### config.mk
export PLATFORM = sky130hd
export DESIGN_NAME = cfg_loader
export DESIGN_NICKNAME = d
export VERILOG_FILES = /design/src/cfg_loader_pkg.sv /design/src/check_store_if.sv /design/src/cfg_loader.sv /design/src/check_store.sv
export SDC_FILE = /design/constraint.sdc
export NUM_CORES = 1
export LEC_CHECK = 0
export BUFFER_PORTS_ARGS = -buffer_cell sky130_fd_sc_hd__buf_2
export CAP_MARGIN = 40
export CORE_UTILIZATION = 56
export DETAILED_ROUTE_END_ITERATION = 8
export PLACE_DENSITY = 0.74
export SKIP_CTS_REPAIR_TIMING = 1
export SLEW_MARGIN = 20
export SYNTH_ARGS = -nofsm -noshare
export SYNTH_HDL_FRONTEND = slang
export SYNTH_SLANG_ARGS = --single-unit
### constraint.sdc
create_clock -name mclk -period 4.5 [get_ports mclk]
set_clock_uncertainty 0.2 [all_clocks]
set_input_delay 0.9 -clock mclk [delete_from_list [all_inputs] [get_ports mclk]]
set_output_delay 0.9 -clock mclk [all_outputs]
set_load 0.02 [all_outputs]
### src/cfg_loader_pkg.sv
// Purpose: constants and types shared by the configuration loader files
// Assumes: byte-wide image stream, header byte first, then frames
// Notes: image = header, then per frame FRAME_BYTES data bytes + crc hi + crc lo
//
// Operation
// RULE_01 - host clocks encrypted parallel images at four edges per data word
// RULE_02 - decryption adds no cycles outside encrypted parallel loading
// RULE_03 - decryption offered in parallel and serial loading, refused over jtag
// RULE_04 - each portion is decrypted first, then decompressed, then written
// RULE_05 - decryption and decompression work together, neither disables the other
// RULE_06 - crc check always runs during load, same polynomial as background check
// RULE_07 - stream carries a crc value after every data frame
// RULE_08 - crc computed per frame and compared with the frame's carried crc
// RULE_09 - load runs frame by frame, stops at first crc fail or at image end
// RULE_10 - parallel engine makes 16 check bits per frame and stores them
// RULE_11 - check-bit store is 16 bits wide with one entry per frame
// RULE_12 - tamper protection set rejects every unencrypted image
// RULE_13 - no key programmed accepts only unencrypted images
// RULE_14 - key present without tamper bit accepts both image kinds
// RULE_15 - frame crc uses the 16-bit crc-ansi generator polynomial
// RULE_16 - crc mismatch stops loading and reports failure instead of user mode
// RULE_17 - header bit selects decryption per image
package cfg_loader_pkg;

  // ------------------------------------------------------------------
  // load modes
  // ------------------------------------------------------------------
  localparam logic [1:0] MODE_PARALLEL = 2'h0;
  localparam logic [1:0] MODE_SERIAL   = 2'h1;
  localparam logic [1:0] MODE_ACTIVE   = 2'h2;
  localparam logic [1:0] MODE_JTAG     = 2'h3;

  // ------------------------------------------------------------------
  // header, crc and timing constants
  // ------------------------------------------------------------------
  localparam int         HDR_ENC_BIT   = 0;
  localparam int         HDR_CMP_BIT   = 1;
  localparam logic [7:0] RUN_ESCAPE    = 8'h00;
  localparam logic [15:0] CRC_POLY     = 16'h8005;
  localparam logic [15:0] CRC_INIT     = 16'h0000;
  localparam int          CHECK_W      = 16;
  localparam logic [1:0]  ENC_WORD_LAST = 2'h3;
  localparam logic [2:0]  SER_BIT_LAST  = 3'h7;
  localparam logic [1:0]  FAIL_NONE    = 2'h0;
  localparam logic [1:0]  FAIL_CRC     = 2'h1;
  localparam logic [1:0]  FAIL_KEY     = 2'h2;
  localparam logic [1:0]  FAIL_JTAG    = 2'h3;

  typedef enum logic [2:0] {
    ST_IDLE,
    ST_HDR,
    ST_DATA,
    ST_CRC_HI,
    ST_CRC_LO,
    ST_DONE,
    ST_FAIL
  } load_state_t;

endpackage : cfg_loader_pkg

### src/check_store_if.sv
// Purpose: write and read port group of the check-bit store
// Assumes: one clock shared by loader and store
// Notes: read data registered in the store
`timescale 1ns/1ps
interface check_store_if #(parameter int AW = 6, parameter int DW = 16);
  logic          wr_en;
  logic [AW-1:0] wr_addr;
  logic [DW-1:0] wr_data;
  logic [AW-1:0] rd_addr;
  logic [DW-1:0] rd_data;

  modport loader (output wr_en, output wr_addr, output wr_data, output rd_addr,
                  input rd_data);
  modport store  (input wr_en, input wr_addr, input wr_data, input rd_addr,
                  output rd_data);
endinterface : check_store_if

### src/cfg_loader.sv
// Purpose: configuration image loader with decrypt, expand and frame crc check
// Assumes: link pins asynchronous to mclk; link clock well below mclk/4
// Notes: cipher stage is a keyed byte stream stand-in for the real core
`timescale 1ns/1ps
module cfg_loader #(
  parameter int FRAME_BYTES = 16,
  parameter int NUM_FRAMES  = 64
) (
  // clock and reset
  input  wire logic                          mclk,
  input  wire logic                          rst_n,
  // link pins
  input  wire logic                          config_clock_in,
  input  wire logic [7:0]                    data_in,
  input  wire logic                          load_enable,
  input  wire logic [1:0]                    load_mode,
  // key status pins
  input  wire logic                          key_present,
  input  wire logic                          tamper_bit,
  input  wire logic [31:0]                   key_word,
  // config cell writes
  output logic                               cell_wr_valid,
  output logic [$clog2(NUM_FRAMES)-1:0]      cell_wr_frame,
  output logic [$clog2(FRAME_BYTES)-1:0]     cell_wr_byte,
  output logic [7:0]                         cell_wr_data,
  // status
  output logic                               load_done,
  output logic                               load_fail,
  output logic [1:0]                         fail_cause,
  // check-bit readback
  input  wire logic [$clog2(NUM_FRAMES)-1:0] check_rd_addr,
  output logic [cfg_loader_pkg::CHECK_W-1:0] check_rd_data
);
  import cfg_loader_pkg::*;

  localparam int FW = $clog2(NUM_FRAMES);
  localparam int BW = $clog2(FRAME_BYTES);
  localparam int SW = 14;
  localparam logic [BW-1:0] LAST_BYTE  = BW'(FRAME_BYTES - 1);
  localparam logic [FW-1:0] LAST_FRAME = FW'(NUM_FRAMES - 1);

  // refuse sizes the counters cannot serve
  if (FRAME_BYTES < 2 || NUM_FRAMES < 2)
  begin : g_bad_size
    $error("cfg_loader: FRAME_BYTES and NUM_FRAMES must be at least 2");
  end

  // ------------------------------------------------------------------
  // functions
  // ------------------------------------------------------------------
  function automatic logic [15:0] crc16_byte(input logic [15:0] c, input logic [7:0] b);
    logic [15:0] r;
    r = c;
    for (int i = 7; i >= 0; i--)
    begin
      r = (r[15] ^ b[i]) ? ((r << 1) ^ CRC_POLY) : (r << 1); // [RULE_15]
    end
    return r;
  endfunction : crc16_byte

  function automatic logic [7:0] decrypt_byte(input logic [7:0] b, input logic [31:0] k,
                                              input logic [1:0] idx);
    return b ^ k[8*idx +: 8];
  endfunction : decrypt_byte

  // ------------------------------------------------------------------
  // state
  // ------------------------------------------------------------------
  typedef struct packed {
    logic [SW-1:0] s1;
    logic [SW-1:0] s2;
    logic          clk_prev;
    load_state_t   st;
    logic          enc;
    logic          cmp;
    logic [1:0]    mode;
    logic [1:0]    ecnt;
    logic [2:0]    bcnt;
    logic [7:0]    sh;
    logic [1:0]    kidx;
    logic          esc;
    logic [3:0]    run;
    logic [BW-1:0] bidx;
    logic [FW-1:0] fidx;
    logic [15:0]   crc;
    logic [7:0]    crc_hi;
    logic          cw_v;
    logic [FW-1:0] cw_f;
    logic [BW-1:0] cw_b;
    logic [7:0]    cw_d;
    logic          sw_en;
    logic [FW-1:0] sw_a;
    logic [15:0]   sw_d;
    logic [1:0]    cause;
  } loader_state_t;

  loader_state_t q_r;
  loader_state_t q_nxt;

  logic          clk_s;
  logic [7:0]    dat_s;
  logic          en_s;
  logic          key_s;
  logic          tmp_s;
  logic [1:0]    mode_s;
  logic          rise;
  logic          byte_v;
  logic [7:0]    byte_b;
  logic [7:0]    dec_b;
  logic          emit_v;
  logic [7:0]    emit_b;
  logic          match;

  assign {en_s, key_s, tmp_s, mode_s, clk_s, dat_s} = q_r.s2;
  assign rise  = clk_s && !q_r.clk_prev;

  // ------------------------------------------------------------------
  // next state
  // ------------------------------------------------------------------
  always_comb
  begin
    q_nxt       = q_r;
    q_nxt.s1    = {load_enable, key_present, tamper_bit, load_mode, config_clock_in, data_in};
    q_nxt.s2    = q_r.s1;
    q_nxt.clk_prev = clk_s;
    q_nxt.cw_v  = 1'b0;
    q_nxt.sw_en = 1'b0;
    byte_v      = 1'b0;
    byte_b      = dat_s;
    emit_v      = 1'b0;
    emit_b      = 8'h00;

    // byte assembly from link edges
    if (rise && (q_r.st inside {ST_HDR, ST_DATA, ST_CRC_HI, ST_CRC_LO}))
    begin
      if (q_r.mode == MODE_PARALLEL || q_r.mode == MODE_JTAG)
      begin
        if (q_r.enc && q_r.st != ST_HDR)
        begin
          q_nxt.ecnt = q_r.ecnt + 2'h1;
          byte_v     = (q_r.ecnt == ENC_WORD_LAST); // [RULE_01]
        end
        else
        begin
          byte_v = 1'b1; // [RULE_02]
        end
      end
      else
      begin
        q_nxt.sh   = {q_r.sh[6:0], dat_s[0]};
        q_nxt.bcnt = q_r.bcnt + 3'h1;
        byte_v     = (q_r.bcnt == SER_BIT_LAST); // [RULE_02]
        byte_b     = {q_r.sh[6:0], dat_s[0]};
      end
    end

    // decrypt, then expand zero runs
    dec_b = q_r.enc ? decrypt_byte(byte_b, key_word, q_r.kidx) : byte_b; // [RULE_04] [RULE_05]
    if (q_r.run != 4'h0)
    begin
      q_nxt.run = q_r.run - 4'h1;
      emit_v    = 1'b1;
    end
    else if (byte_v && q_r.st != ST_HDR)
    begin
      q_nxt.kidx = q_r.kidx + 2'h1;
      if (q_r.cmp && q_r.esc)
      begin
        q_nxt.esc = 1'b0;
        q_nxt.run = {1'b0, dec_b[2:0]} + 4'h1; // [RULE_04]
      end
      else if (q_r.cmp && dec_b == RUN_ESCAPE)
      begin
        q_nxt.esc = 1'b1;
      end
      else
      begin
        emit_v = 1'b1;
        emit_b = dec_b;
      end
    end
    match = ({q_r.crc_hi, emit_b} == q_r.crc); // [RULE_08]

    case (q_r.st)
      ST_IDLE:
      begin
        if (en_s)
        begin
          q_nxt.st   = ST_HDR;
          q_nxt.mode = mode_s;
          q_nxt.ecnt = 2'h0;
          q_nxt.bcnt = 3'h0;
          q_nxt.kidx = 2'h0;
          q_nxt.esc  = 1'b0;
          q_nxt.run  = 4'h0;
          q_nxt.bidx = '0;
          q_nxt.fidx = '0;
          q_nxt.crc  = CRC_INIT;
          q_nxt.cause = FAIL_NONE;
        end
      end
      ST_HDR:
      begin
        if (byte_v)
        begin
          q_nxt.enc = byte_b[HDR_ENC_BIT]; // [RULE_17]
          q_nxt.cmp = byte_b[HDR_CMP_BIT];
          q_nxt.st  = ST_DATA;
          if (byte_b[HDR_ENC_BIT] && q_r.mode == MODE_JTAG)
          begin
            q_nxt.st    = ST_FAIL; // [RULE_03]
            q_nxt.cause = FAIL_JTAG;
          end
          else if ((byte_b[HDR_ENC_BIT] && !key_s) || (!byte_b[HDR_ENC_BIT] && tmp_s))
          begin
            q_nxt.st    = ST_FAIL; // [RULE_12] [RULE_13]
            q_nxt.cause = FAIL_KEY;
          end
          // key present and tamper clear falls through for both kinds, except encrypted images over jtag [RULE_14]
        end
      end
      ST_DATA:
      begin
        if (emit_v)
        begin
          q_nxt.crc  = crc16_byte(q_r.crc, emit_b); // [RULE_06] [RULE_10]
          q_nxt.cw_v = 1'b1;
          q_nxt.cw_f = q_r.fidx;
          q_nxt.cw_b = q_r.bidx;
          q_nxt.cw_d = emit_b;
          q_nxt.bidx = q_r.bidx + BW'(1);
          if (q_r.bidx == LAST_BYTE)
          begin
            q_nxt.bidx = '0;
            q_nxt.st   = ST_CRC_HI; // [RULE_07]
          end
        end
      end
      ST_CRC_HI:
      begin
        if (emit_v)
        begin
          q_nxt.crc_hi = emit_b;
          q_nxt.st     = ST_CRC_LO;
        end
      end
      ST_CRC_LO:
      begin
        if (emit_v)
        begin
          if (match) // [RULE_08]
          begin
            q_nxt.sw_en = 1'b1; // [RULE_10] [RULE_11]
            q_nxt.sw_a  = q_r.fidx;
            q_nxt.sw_d  = q_r.crc;
            q_nxt.crc   = CRC_INIT;
            q_nxt.fidx  = q_r.fidx + FW'(1);
            q_nxt.st    = (q_r.fidx == LAST_FRAME) ? ST_DONE : ST_DATA; // [RULE_09]
          end
          else
          begin
            q_nxt.st    = ST_FAIL; // [RULE_09] [RULE_16]
            q_nxt.cause = FAIL_CRC;
          end
        end
      end
      ST_DONE,
      ST_FAIL:
      begin
        if (!en_s)
          q_nxt.st = ST_IDLE;
      end
      default:
      begin
        q_nxt.st = ST_IDLE;
      end
    endcase

    if (!en_s && q_r.st != ST_IDLE)
      q_nxt.st = ST_IDLE;
  end

  always_ff @(posedge mclk or negedge rst_n)
  begin
    if (!rst_n)
      q_r <= '{st: ST_IDLE, mode: MODE_PARALLEL, cause: FAIL_NONE, crc: CRC_INIT, default: '0};
    else
      q_r <= q_nxt;
  end

  // ------------------------------------------------------------------
  // check-bit store and outputs
  // ------------------------------------------------------------------
  check_store_if #(.AW(FW), .DW(CHECK_W)) st_if ();

  assign st_if.wr_en   = q_r.sw_en;
  assign st_if.wr_addr = q_r.sw_a;
  assign st_if.wr_data = q_r.sw_d;
  assign st_if.rd_addr = check_rd_addr;
  assign check_rd_data = st_if.rd_data;

  check_store #(.DEPTH(NUM_FRAMES), .AW(FW), .DW(CHECK_W)) u_store (
    .mclk  (mclk),
    .rst_n (rst_n),
    .port  (st_if.store)
  );

  assign cell_wr_valid = q_r.cw_v;
  assign cell_wr_frame = q_r.cw_f;
  assign cell_wr_byte  = q_r.cw_b;
  assign cell_wr_data  = q_r.cw_d;
  assign load_done     = (q_r.st == ST_DONE);
  assign load_fail     = (q_r.st == ST_FAIL);
  assign fail_cause    = q_r.cause;

  // ------------------------------------------------------------------
  // assertions
  // ------------------------------------------------------------------
  a_enc_word_rate: assert property (@(posedge mclk) disable iff (!rst_n) // [RULE_01]
    (rise && q_r.enc && q_r.mode == MODE_PARALLEL && q_r.run == 4'h0 && en_s
     && (q_r.st inside {ST_DATA, ST_CRC_HI, ST_CRC_LO}) && q_r.ecnt != ENC_WORD_LAST)
      |=> (q_r.kidx == $past(q_r.kidx) && !cell_wr_valid))
    else $error("encrypted parallel word taken off the fourth edge");

  a_jtag_refuse: assert property (@(posedge mclk) disable iff (!rst_n) // [RULE_03]
    (q_r.st == ST_HDR && byte_v && byte_b[HDR_ENC_BIT] && q_r.mode == MODE_JTAG && en_s)
      |=> (load_fail && fail_cause == FAIL_JTAG))
    else $error("encrypted image accepted over jtag");

  a_tamper_reject: assert property (@(posedge mclk) disable iff (!rst_n) // [RULE_12]
    (q_r.st == ST_HDR && byte_v && !byte_b[HDR_ENC_BIT] && tmp_s && en_s)
      |=> (load_fail && fail_cause == FAIL_KEY))
    else $error("plain image accepted with tamper bit set");

  a_nokey_reject: assert property (@(posedge mclk) disable iff (!rst_n) // [RULE_13]
    (q_r.st == ST_HDR && byte_v && byte_b[HDR_ENC_BIT] && !key_s && en_s
     && q_r.mode != MODE_JTAG) |=> (load_fail && fail_cause == FAIL_KEY))
    else $error("encrypted image accepted without key");

  a_both_accepted: assert property (@(posedge mclk) disable iff (!rst_n) // [RULE_14]
    (q_r.st == ST_HDR && byte_v && key_s && !tmp_s && en_s && q_r.mode != MODE_JTAG)
      |=> (q_r.st == ST_DATA))
    else $error("image refused although key present and tamper clear");

  a_check_stored: assert property (@(posedge mclk) disable iff (!rst_n) // [RULE_10]
    (q_r.st == ST_CRC_LO && emit_v && match && en_s)
      |=> (st_if.wr_en && st_if.wr_data == $past(q_r.crc) && st_if.wr_addr == $past(q_r.fidx)))
    else $error("frame check bits not stored");

  a_mismatch_stop: assert property (@(posedge mclk) disable iff (!rst_n) // [RULE_08]
    (q_r.st == ST_CRC_LO && emit_v && !match && en_s)
      |=> (load_fail && fail_cause == FAIL_CRC && !st_if.wr_en))
    else $error("crc mismatch did not stop loading");

  a_fail_quiet: assert property (@(posedge mclk) disable iff (!rst_n) // [RULE_16]
    (load_fail && en_s) |=> (!cell_wr_valid && !load_done && (load_fail || !$past(en_s))))
    else $error("activity after configuration failure");

  a_done_at_end: assert property (@(posedge mclk) disable iff (!rst_n) // [RULE_09]
    ($rose(load_done)) |-> ($past(q_r.fidx) == LAST_FRAME && $past(q_r.st) == ST_CRC_LO))
    else $error("load done before the last frame");
endmodule : cfg_loader

### src/check_store.sv
// Purpose: per-frame check-bit store
// Assumes: DEPTH equals the number of frames
// Notes: registered read, one cycle latency
`timescale 1ns/1ps
module check_store #(
  parameter int DEPTH = 64,
  parameter int AW    = 6,
  parameter int DW    = 16
) (
  // clock and reset
  input  wire logic    mclk,
  input  wire logic    rst_n,
  // ports
  check_store_if.store port
);
  logic [DW-1:0] mem [DEPTH];
  logic [DW-1:0] rd_r;

  // refuse a depth the address cannot reach
  if (DEPTH < 2 || DEPTH > (1 << AW))
  begin : g_bad_depth
    $error("check_store: DEPTH does not fit AW");
  end

  always_ff @(posedge mclk)
  begin
    if (port.wr_en)
      mem[port.wr_addr] <= port.wr_data;
  end

  always_ff @(posedge mclk or negedge rst_n)
  begin
    if (!rst_n)
      rd_r <= '0;
    else
      rd_r <= mem[port.rd_addr];
  end

  assign port.rd_data = rd_r;
endmodule : check_store

======== Word-level counts from Yosys, hierarchy flattened ========
Memories as Yosys holds them, arrays and structs flattened. A register that Yosys moved wholly into a read port is not among the register bits.
Index checks and enable logic that the tools add are counted.
Widths: inputs -> output; s select.
storage, ports and cells
  output and inout bits ................... 39
  word-level logic and storage cells ...... 188
  register bits ........................... 134
  bits in writable memories ............... 1024
  memories ................................ 1
  input port bits ......................... 54
memory list
  name         words  bits a word  rd ports  clocked after Yosys merged registers in  write ports  line               source
  u_store.mem  64     16           1         1                                        1            check_store.sv:16  logic [DW-1:0] mem [DEPTH];
operators by class
  reduce and logical (&&, ||, !) cells .... 39
  mux-type cells .......................... 70
  add/sub/neg operators ................... 7
  shift-type cells ........................ 1
  bitwise logic cells ..................... 18
  eq/ne operators ......................... 27
operator list
  operator            count
  $mux 16             9
  $mux 8              7
  $pmux 16 s3         1
  $mux 23             2
  $mux 22             2
  $mux 19             2
  $mux 3              12
  $mux 33             1
  $shiftx 32x6->8     1
  $mux 25             1
  $not 3->3           8
  $pmux 3 s6          1
  $eq 16x16->1        1
  $mux 4              4
  $mux 5              3
  $mux 2              7
  $mux 7              2
  $mux 13             1
  $eq 3x3->1 const B  4
  $ne 2x2->1 const B  6
  $ne 3x2->1 const B  4
  $pmux 6 s2          1
  $mux 1              11
  $mux 11             1
  34 further kinds    70

======== Depth between registers and ports, before layout ========
Gate-level depths: netlist of run 1.
  depth in word-level cells ............... 30
  gate-level depth with buffers ........... 17
  mapped depth without buffers ............ 16

======== Cells and area by module ========
A second synthesis of run 1 with hierarchy kept.
second synthesis, totals
  cells, all modules ...................... 2436
  area, all modules ....................... 46838.7 um^2
modules (own cells, without submodules)
  module       times used  cells an instance  sequential area each (um^2)  area each (um^2)
  check_store  1           1830               31149.9                      40106.0
  cfg_loader   1           606                3328.2                       6732.7

======== Worst setup path before layout of run 1 ========
No wires, ideal clock.
  path type ............................... flip-flop to flip-flop
  start ................................... reg q_r[98] (netlist name)
  end ..................................... reg q_r[73] (netlist name)
  required time ........................... 4.222 ns
  arrival ................................. 4.050 ns
  clock period less this slack ............ 4.328 ns
  path buffers ............................ 0
  path slack .............................. 0.172 ns
  setup time .............................. 0.078 ns
  cell stages (with the launch flop) ...... 16
  cell sequence ........................... dfrtp_1 -> ha_1 -> nand3b_1 -> nor3_4 -> mux2i_1 -> xnor2_2 -> ha_1 -> nand2_1 -> and4b_1 -> o211ai_1 -> a211o_1 -> a311o_1 -> a211oi_4 -> nand4b_4 -> or4_1 -> a21oi_1
on the way
  cells in the longest elaborated chain, start to end .. 15
  elaborated cells on any way between the ends .. 24
  classes of those cells .................. eq/ne: 4; mux: 13; bitwise: 1; reduce/logical: 6
RTL lines
  item                                                  line               source
  from (decl)                                           cfg_loader.sv:97   loader_state_t q_r;
  from (signal assigned)                                cfg_loader.sv:288  q_r <= q_nxt;
  $eq 2x2->1 / $logic_not 2->1 (equally long branches)  cfg_loader.sv:136  if (q_r.mode == MODE_PARALLEL || q_r.mode == MODE_JTAG)
  $logic_or 1x1->1 (*)                                  cfg_loader.sv:136
  $mux 8                                                cfg_loader.sv:136
  $mux 8                                                cfg_loader.sv:134  if (rise && (q_r.st inside {ST_HDR, ST_DATA, ST_CRC_HI, ST_CRC_LO}))
  $xor 8x8->8                                           cfg_loader.sv:63   return b ^ k[8*idx +: 8];
  $mux 8                                                cfg_loader.sv:158  dec_b = q_r.enc ? decrypt_byte(byte_b, key_word, q_r.kidx) : byte_b;
  $logic_not 8->1                                       cfg_loader.sv:172  else if (q_r.cmp && dec_b == RUN_ESCAPE)
  $logic_and 1x1->1                                     cfg_loader.sv:172
  $mux 8                                                cfg_loader.sv:172
  $mux 8                                                cfg_loader.sv:167  if (q_r.cmp && q_r.esc)
  $mux 8                                                cfg_loader.sv:164  else if (byte_v && q_r.st != ST_HDR)
  $mux 8                                                cfg_loader.sv:159  if (q_r.run != 4'h0)
  $eq 16x16->1                                          cfg_loader.sv:182  match = ({q_r.crc_hi, emit_b} == q_r.crc);
  $ne 2x2->1 (no line)                                  n/a
  $reduce_and 4->1 (no line) (*)                        n/a
Every way passes the cells marked *; elsewhere a longest branch is shown, timed or not.
A chain may end at the register's enable or synchronous reset.

======== Worst setup path after layout of run 1 ========
  start ................................... reg q_r[99] (netlist name)
  end ..................................... reg q_r[58] (netlist name)
on the way
  cells in the longest elaborated chain, start to end .. 26
  elaborated cells on any way between the ends .. 40
  classes of those cells .................. eq/ne: 5; mux: 23; bitwise: 6; reduce/logical: 6
RTL lines
  item                                                  line               source
  $eq 2x2->1 / $logic_not 2->1 (equally long branches)  cfg_loader.sv:136
  $logic_or 1x1->1 (*)                                  cfg_loader.sv:136
  $mux 8                                                cfg_loader.sv:136
  $mux 8                                                cfg_loader.sv:134
  $xor 8x8->8                                           cfg_loader.sv:63
  $mux 8                                                cfg_loader.sv:158
  $logic_not 8->1                                       cfg_loader.sv:172
  $logic_and 1x1->1                                     cfg_loader.sv:172
  (+6 left out)                                         n/a
  $xor 1x1->1                                           cfg_loader.sv:56   r = (r[15] ^ b[i]) ? ((r << 1) ^ CRC_POLY) : (r << 1);
  $mux 16                                               cfg_loader.sv:56
  $xor 1x1->1                                           cfg_loader.sv:56
  $mux 16                                               cfg_loader.sv:56
  $xor 1x1->1                                           cfg_loader.sv:56
  $mux 16 (5 in series)                                 cfg_loader.sv:56
  $mux 16                                               cfg_loader.sv:224  if (emit_v)
  $pmux 16 s3                                           cfg_loader.sv:184  case (q_r.st)
Every way passes the cells marked *; elsewhere a longest branch is shown, timed or not. The select of a mux whose other input is x is not followed.

==> results of run 1 <==
==> power by group <==
group / leakage [nW] / switching (W) / internal, W
Sequential: 10.6 / 0.000104 / 0.0118
Clock: 1.76 / 0.00396 / 0.00501
Combinational: 4.44 / 0.000735 / 0.000487
==> critical path, stage by stage (launching register included) <==
cell,delay [ns]
dfrtp_1,0.38
ha_1,0.35
nand3b_1,0.16
nor3_4,0.20
mux2i_2,0.31
xnor2_2,0.18
ha_1,0.20
nand2_1,0.06
a211oi_1,0.21
o211ai_1,0.14
a211o_1,0.29
a311o_1,0.32
a211oi_4,0.33
buf_4,0.20
nand3_1,0.09
a21o_4,0.30
a22o_1,0.26
==> final cells by class <==
class                           count  area share
Timing Repair Buffer              223      0.0373
Sequential cell                  1173       0.658
Multi-Input combinational cell    848       0.210
Inverter                           16     0.00122
Clock inverter                     63     0.00849
Tap cell                         1060      0.0253
Clock buffer                      151      0.0596
==> sequential cells by signal (all words and copies together) (netlist names) <==
signal                flops
dat_s                     8
en_s                      1
q_r                      62
st_if.wr_addr             6
key_s                     1
q_nxt                    14
st_if.wr_data            16
cell_wr_valid             1
st_if.wr_en               1
u_store.mem            1024
clk_s                     1
cell_wr_data              8
fail_cause                2
u_store.port.rd_data     16
cell_wr_byte              4
mode_s                    2
cell_wr_frame             6
==> stage by stage <==
step	setup TNS [ns]	setup WS [ns]	instance area (µm²)	utilization	power (W)
floorplan	0	0.172	46100	-	0.0129
global placement	0	0.00437	48300	0.596	0.0133
detailed placement	-1.58	-0.122	48800	0.602	0.0133
CTS	0	0.0185	52400	0.646	0.0222
global route	0	0.0100	52400	0.647	0.0227
finish	0	0.188	52400	0.647	0.0221
==> worst max path at each step <==
stage                             from  cells past startpoint  endpoint  slack (ns)
after floorplan                q_r[98]                     15   q_r[73]        0.17
final                          q_r[99]                     16   q_r[58]        0.19
after detailed placement  key_word[24]                     15   q_r[67]       -0.12
after global routing           q_r[99]                     16   q_r[61]        0.01
after global placement    key_word[24]                     15   q_r[58]       0.004
after CTS                      q_r[99]                     16   q_r[58]        0.02
==> synth_stat cells, types with 8 or more instances <==
master	number
edfxtp_1	1024
mux4_2	344
dfrtp_1	149
nand2_1	102
nor2_1	90
clkbuf_1	69
o21ai_0	36
buf_1	29
mux2_2	26
xor2_1	22
buf_4	21
nand3_1	20
a21oi_1	17
a22o_1	16
inv_1	15
xnor2_1	15
ha_1	9
nand2b_1	9
or3_1	9
buf_2	8
nand4_1	8
nor2b_1	8
nor3_1	8
==> routing by layer <==
metal,track usage,wire length [µm]
met1,0.347,39300
met2,0.383,47500
met3,0.0461,7990
met4,0.0682,2640
met5,0,0
==> cell families after synthesis <==
kind of cell / share of synthesized area
XOR/XNOR: 0.0104
AO/OA/AOI/OAI: 0.0198
flip-flops: 0.748
multiplexers: 0.175
AND/OR/NAND/NOR: 0.0311
adder cells (fa/ha/maj): 0.00244
buffers and inverters: 0.0138
==> reports/results.tsv, run 1 <==
stage	metric	value	unit
die	initial_core_util	0.569	
finish	fin_cells	3534	
finish	drive_gt1_frac	0.323	
timing	tightest_slew	0.760	ns
detailed_routing	drc	0	
synthesis	syn_avg_cell_area	21.3	µm²
timing	max_freq	232	MHz
critical_path	rr_worst_depth	16	
synthesis	synth_top_area_share	0.667	
clocking	clkTransAtPathRegs	0.06	ns
finish	final_common_cell	edfxtp_1	
die	coreArea	81100	µm²
detailed_routing	via_per_inst	6.29	
job	drv_cap	0	
clocking	cts_tree	yes	
die	die_h	289	µm
hold_path	worstHoldEndpoint	q_nxt[116]	
timing	maxSlewHeadroom	0.493	
placement	port_buffers	92	
global_route	grt_pass1_vias	22700	
finish	area_growth	13.7	%
timing	hold_violations	0	
timing	period_needed	4.31	ns
synthesis	yosysTopAreaCell	edfxtp_1	
clocking	htreeDepth	3	
critical_path	crit_required	4.84	ns
detailed_routing	wirelength	97400	µm
die	rows	104	
synthesis	yosysUniqueCellTypes	72	
hold_path	hp-class	in -> reg	
critical_path	critPathLaunchType	register	
finish	final_cell_mix	1,024 x edfxtp_1, 344 x mux4_2, 133 x dfrtp_1	
synthesis	ys_ff_latch	1173	
timing	whs	0.136	ns
hold_path	hold-path-cell-count	1	
critical_path	r2r_end	q_r[58]	
die	io_pins	93	
clocking	worstSkewPairLatency	0.67	ns
synthesis	synth_edf_count	1024	
finish	num-fill-cells	5172	
global_route	grtUsageTotal	0.241	
finish	layout.nets	2438	
placement	place_hpwl	62600	µm
timing	rsz0062_at_grt	false	
critical_path	path_max_fanout	16	
global_route	grt_max_degree	84	
clocking	clock_sinks	1173	
global_route	antenna_found_initial	0	
synthesis	yosysSeqAreaShare	0.748	
synthesis	syn_area	46100	µm²
finish	multi_input_area	11000	µm²
power	leakagePower	16.8	nW
critical_path	r2r-start	q_r[99]	
placement	dp.cells	3316	
die	die_w	289	µm
critical_path	rrSetupSlack	0.19	ns
hold_path	worstHoldStart	load_mode[1]	
synthesis	synth_area_leaders	edfxtp_1 67%, mux4_2 17%, dfrtp_1 8.1%, nand2_1 0.83%, nor2_1 0.73%	
global_route	overflow	0	
timing	finalSetupViolCount	0	
timing	drv_slew	0	
power	power_density	421	nW/µm²
detailed_routing	drt_iter0_drc	2720	
global_route	grt_pass1_wl	147000	µm
detailed_routing	wl_per_cell	27.6	µm
detailed_routing	vias	22200	
critical_path	critPathCaptureType	register	
detailed_routing	dr.pass1.iters	6	
critical_path	critPathArrivalTime	4.65	ns
synthesis	async_flop_share	0.127	
critical_path	crit_type	reg -> reg	
clocking	clockBufferDepth	3	
synthesis	synth_nets	2228	
power	irDropWorstVdd	329	µV
placement	gp_congestion	0.867	
synthesis	ys.flop_type	edfxtp_1	
clocking	clock-root-buffer	clkbuf_16	
clocking	numCtsBuffers	113	
die	die_area	83500	µm²
synthesis	synth_cells	2165	
run_status	outcome	complete, no violations	
finish	n_antenna_cell	0	
synthesis	ys_warn_count	0	
detailed_routing	ant_nets	0	
finish	register_area	34500	µm²
timing	period_share	0.958	
Note: power is estimated with default switching activity, not from simulation.
==> run 2: changes to the inputs <==
--- a/config.mk
+++ b/config.mk
@@ -9,6 +9,7 @@
 export CAP_MARGIN = 40
 export CORE_UTILIZATION = 56
 export DETAILED_ROUTE_END_ITERATION = 8
+export HOLD_SLACK_MARGIN = 0.15
 export PLACE_DENSITY = 0.74
 export SKIP_CTS_REPAIR_TIMING = 1
 export SLEW_MARGIN = 20
==> reports/results.tsv, run 2 (synthesized netlist as in run 1, its figures left out) <==
stage	metric	value	unit	change
global_route	grt_pass1_vias	22700		unchanged
finish	reg_top3	u_store.mem (1024), q_r (62)		
placement	dpl_worst_slack	-0.122	ns	unchanged
detailed_routing	ant_nets	0		unchanged
placement	port_buffers	92		unchanged
die	die_area	83500	µm²	unchanged
finish	top_register	u_store.mem		
clocking	worstSkewPairLatency	0.67	ns	about the same
global_route	gr-usage-met1	0.347		unchanged
critical_path	critPathMaxStageDelay	0.38	ns	about the same
global_route	grt.busiest_layer	met2		
timing	maxSlewHeadroom	0.489		-0.00473
clocking	clock_sinks	1173		unchanged
placement	gp_congestion	0.867		unchanged
critical_path	path_buf_inv	1		unchanged
detailed_routing	drc	0		unchanged
finish	drive_gt1_frac	0.321		-0.00182
critical_path	critPathLaunchType	register		
detailed_routing	dr.pass1.iters	5		-1
critical_path	crit_family	compound AO/OA/AOI/OAI gates		
global_route	overflow	0		unchanged
timing	finalSetupViolCount	0		unchanged
critical_path	slowest_stage	dfrtp_1		
placement	dpl_cell_area	48800	µm²	unchanged
clocking	clkTransAtPathRegs	0.06	ns	about the same
finish	final_common_cell	edfxtp_1		
finish	final_cell_mix	1,024 x edfxtp_1, 344 x mux4_2, 133 x dfrtp_1		
critical_path	worstPathCellList	ha_1, nand3b_1, nor3_4, mux2i_2, xnor2_2, ha_1, nand2_1, a211oi_1, o211ai_1, a211o_1, a311o_1, a211oi_4, buf_4, nand3_1, a21o_4, a22o_1		
clocking	htreeDepth	3		unchanged
detailed_routing	drt_iter0_drc	2804		+3.1%
die	rows	104		unchanged
critical_path	crit_required	4.84	ns	about the same
critical_path	critPathArrivalTime	4.64	ns	about the same
clocking	cts_tree	yes		
timing	rsz0062_at_grt	false		
detailed_routing	wl_per_cell	27.5	µm	-0.16%
global_route	grtUsageMet2	0.383		unchanged
die	io_pins	93		unchanged
timing	drv_slew	0		unchanged
clocking	numCtsBuffers	113		unchanged
timing	whs	0.149	ns	+0.0136 ns
die	die_h	289	µm	unchanged
timing	max_freq	233	MHz	+0.25%
critical_path	critPathMostFrequentCell	ha_1		
finish	finalInstanceArea	52600	µm²	+0.28%
die	die_w	289	µm	unchanged
power	leakagePower	16.8	nW	+0.35%
clocking	clockBufferDepth	3		unchanged
critical_path	crit_type	reg -> reg		
finish	area_growth	14.0	%	
die	initial_core_util	0.569		unchanged
die	coreArea	81100	µm²	unchanged
global_route	grt_max_degree	84		unchanged
power	irDropWorstVdd	335	µV	+1.9%
timing	period_share	0.956		-0.00243
run_status	outcome	complete, no violations		
timing	period_needed	4.30	ns	-0.0109 ns
timing	hold_violations	0		unchanged
detailed_routing	via_per_inst	6.26		-0.52%
timing	worst_slack	0.199	ns	+0.0109 ns
timing	tightest_slew	0.767	ns	+0.00710 ns
detailed_routing	vias	22200		-0.072%
detailed_routing	wirelength	97700	µm	+0.29%
global_route	antenna_found_initial	0		unchanged
global_route	grt_pass1_wl	147000	µm	unchanged
clocking	clock-root-buffer	clkbuf_16		
global_route	grtUsageTotal	0.241		unchanged
critical_path	critPathCaptureType	register		
placement	place_hpwl	62600	µm	unchanged
job	drv_cap	0		unchanged
finish	layout.nets	2452		+0.57%
finish	largest_register_ffs	1024		unchanged
critical_path	path_max_fanout	16		unchanged
global_route	grt.met3_usage	0.0461		unchanged
timing	fin_setup_tns	0	ns	unchanged
finish	num-fill-cells	5164		-0.15%
hold_path	hp-class	reg -> reg		
power	power_density	420	nW/µm²	-0.24%
## run 2: changes by cell type in the layout (fill, tap and decap cells not counted)
cell	before	now
dlygate4sd3_1	1	15
diode_2	0	2
## run 2: path summary, 6_finish.rpt
path	depth (start not counted)	slack, ns	startpoint	to
worst max register to register	16	0.20	q_r[99]	q_r[58]
max in group asynchronous	4	2.52	rst_n	u_store.port.rd_data[1]
worst min register to register	0	0.15	q_nxt[114]	clk_s
worst min-delay path	0	0.15	q_nxt[114]	clk_s
worst max-delay path	16	0.20	q_r[99]	q_r[58]
min in group asynchronous	2	0.51	rst_n	q_nxt[106]
## run 2: through the flow
stage / utilization / power [W] / std cells
detailed placement: 0.602 / 0.0133 / 3316
finish: 0.649 / 0.0221 / 3550
global placement: 0.596 / 0.0133 / 3297
global route: 0.649 / 0.0227 / 3548
CTS: 0.646 / 0.0222 / 3530
floorplan: - / 0.0129 / 2165
## run 2: layout make-up
type,instances,area [µm²],share of cell area
tap,1060,1330,0.0252
sequential,1173,34500,0.656
clock inverter,63,445,0.00847
clock buffer,151,3120,0.0594
timing repair buffer,237,2100,0.0399
inverter,16,63.8,0.00121
multi-input combinational,848,11000,0.210
antenna,2,5.00,0.0000952
## run 2: metal layers
metal  share of wire  wire length (µm)
met2            0.49             47600
met4           0.026              2530
met5               0                 0
met3           0.082              7990
met1            0.41             39600
## run 2: where the power goes
group          total (W)  internal, W  switching [W]
sequential        0.0119       0.0118       0.000105
combinational    0.00123     0.000495       0.000735
clock            0.00896      0.00501        0.00396
total             0.0221       0.0173        0.00480
## run 2: worst reg2reg max path: stages (launching register included)
cell and delay [ns]:
dfrtp_1 0.38, ha_1 0.35, nand3b_1 0.16, nor3_4 0.20, mux2i_2 0.32, xnor2_2 0.18
ha_1 0.20, nand2_1 0.06, a211oi_1 0.21, o211ai_1 0.14, a211o_1 0.29, a311o_1 0.32
a211oi_4 0.33, buf_4 0.20, nand3_1 0.09, a21o_4 0.30, a22o_1 0.26
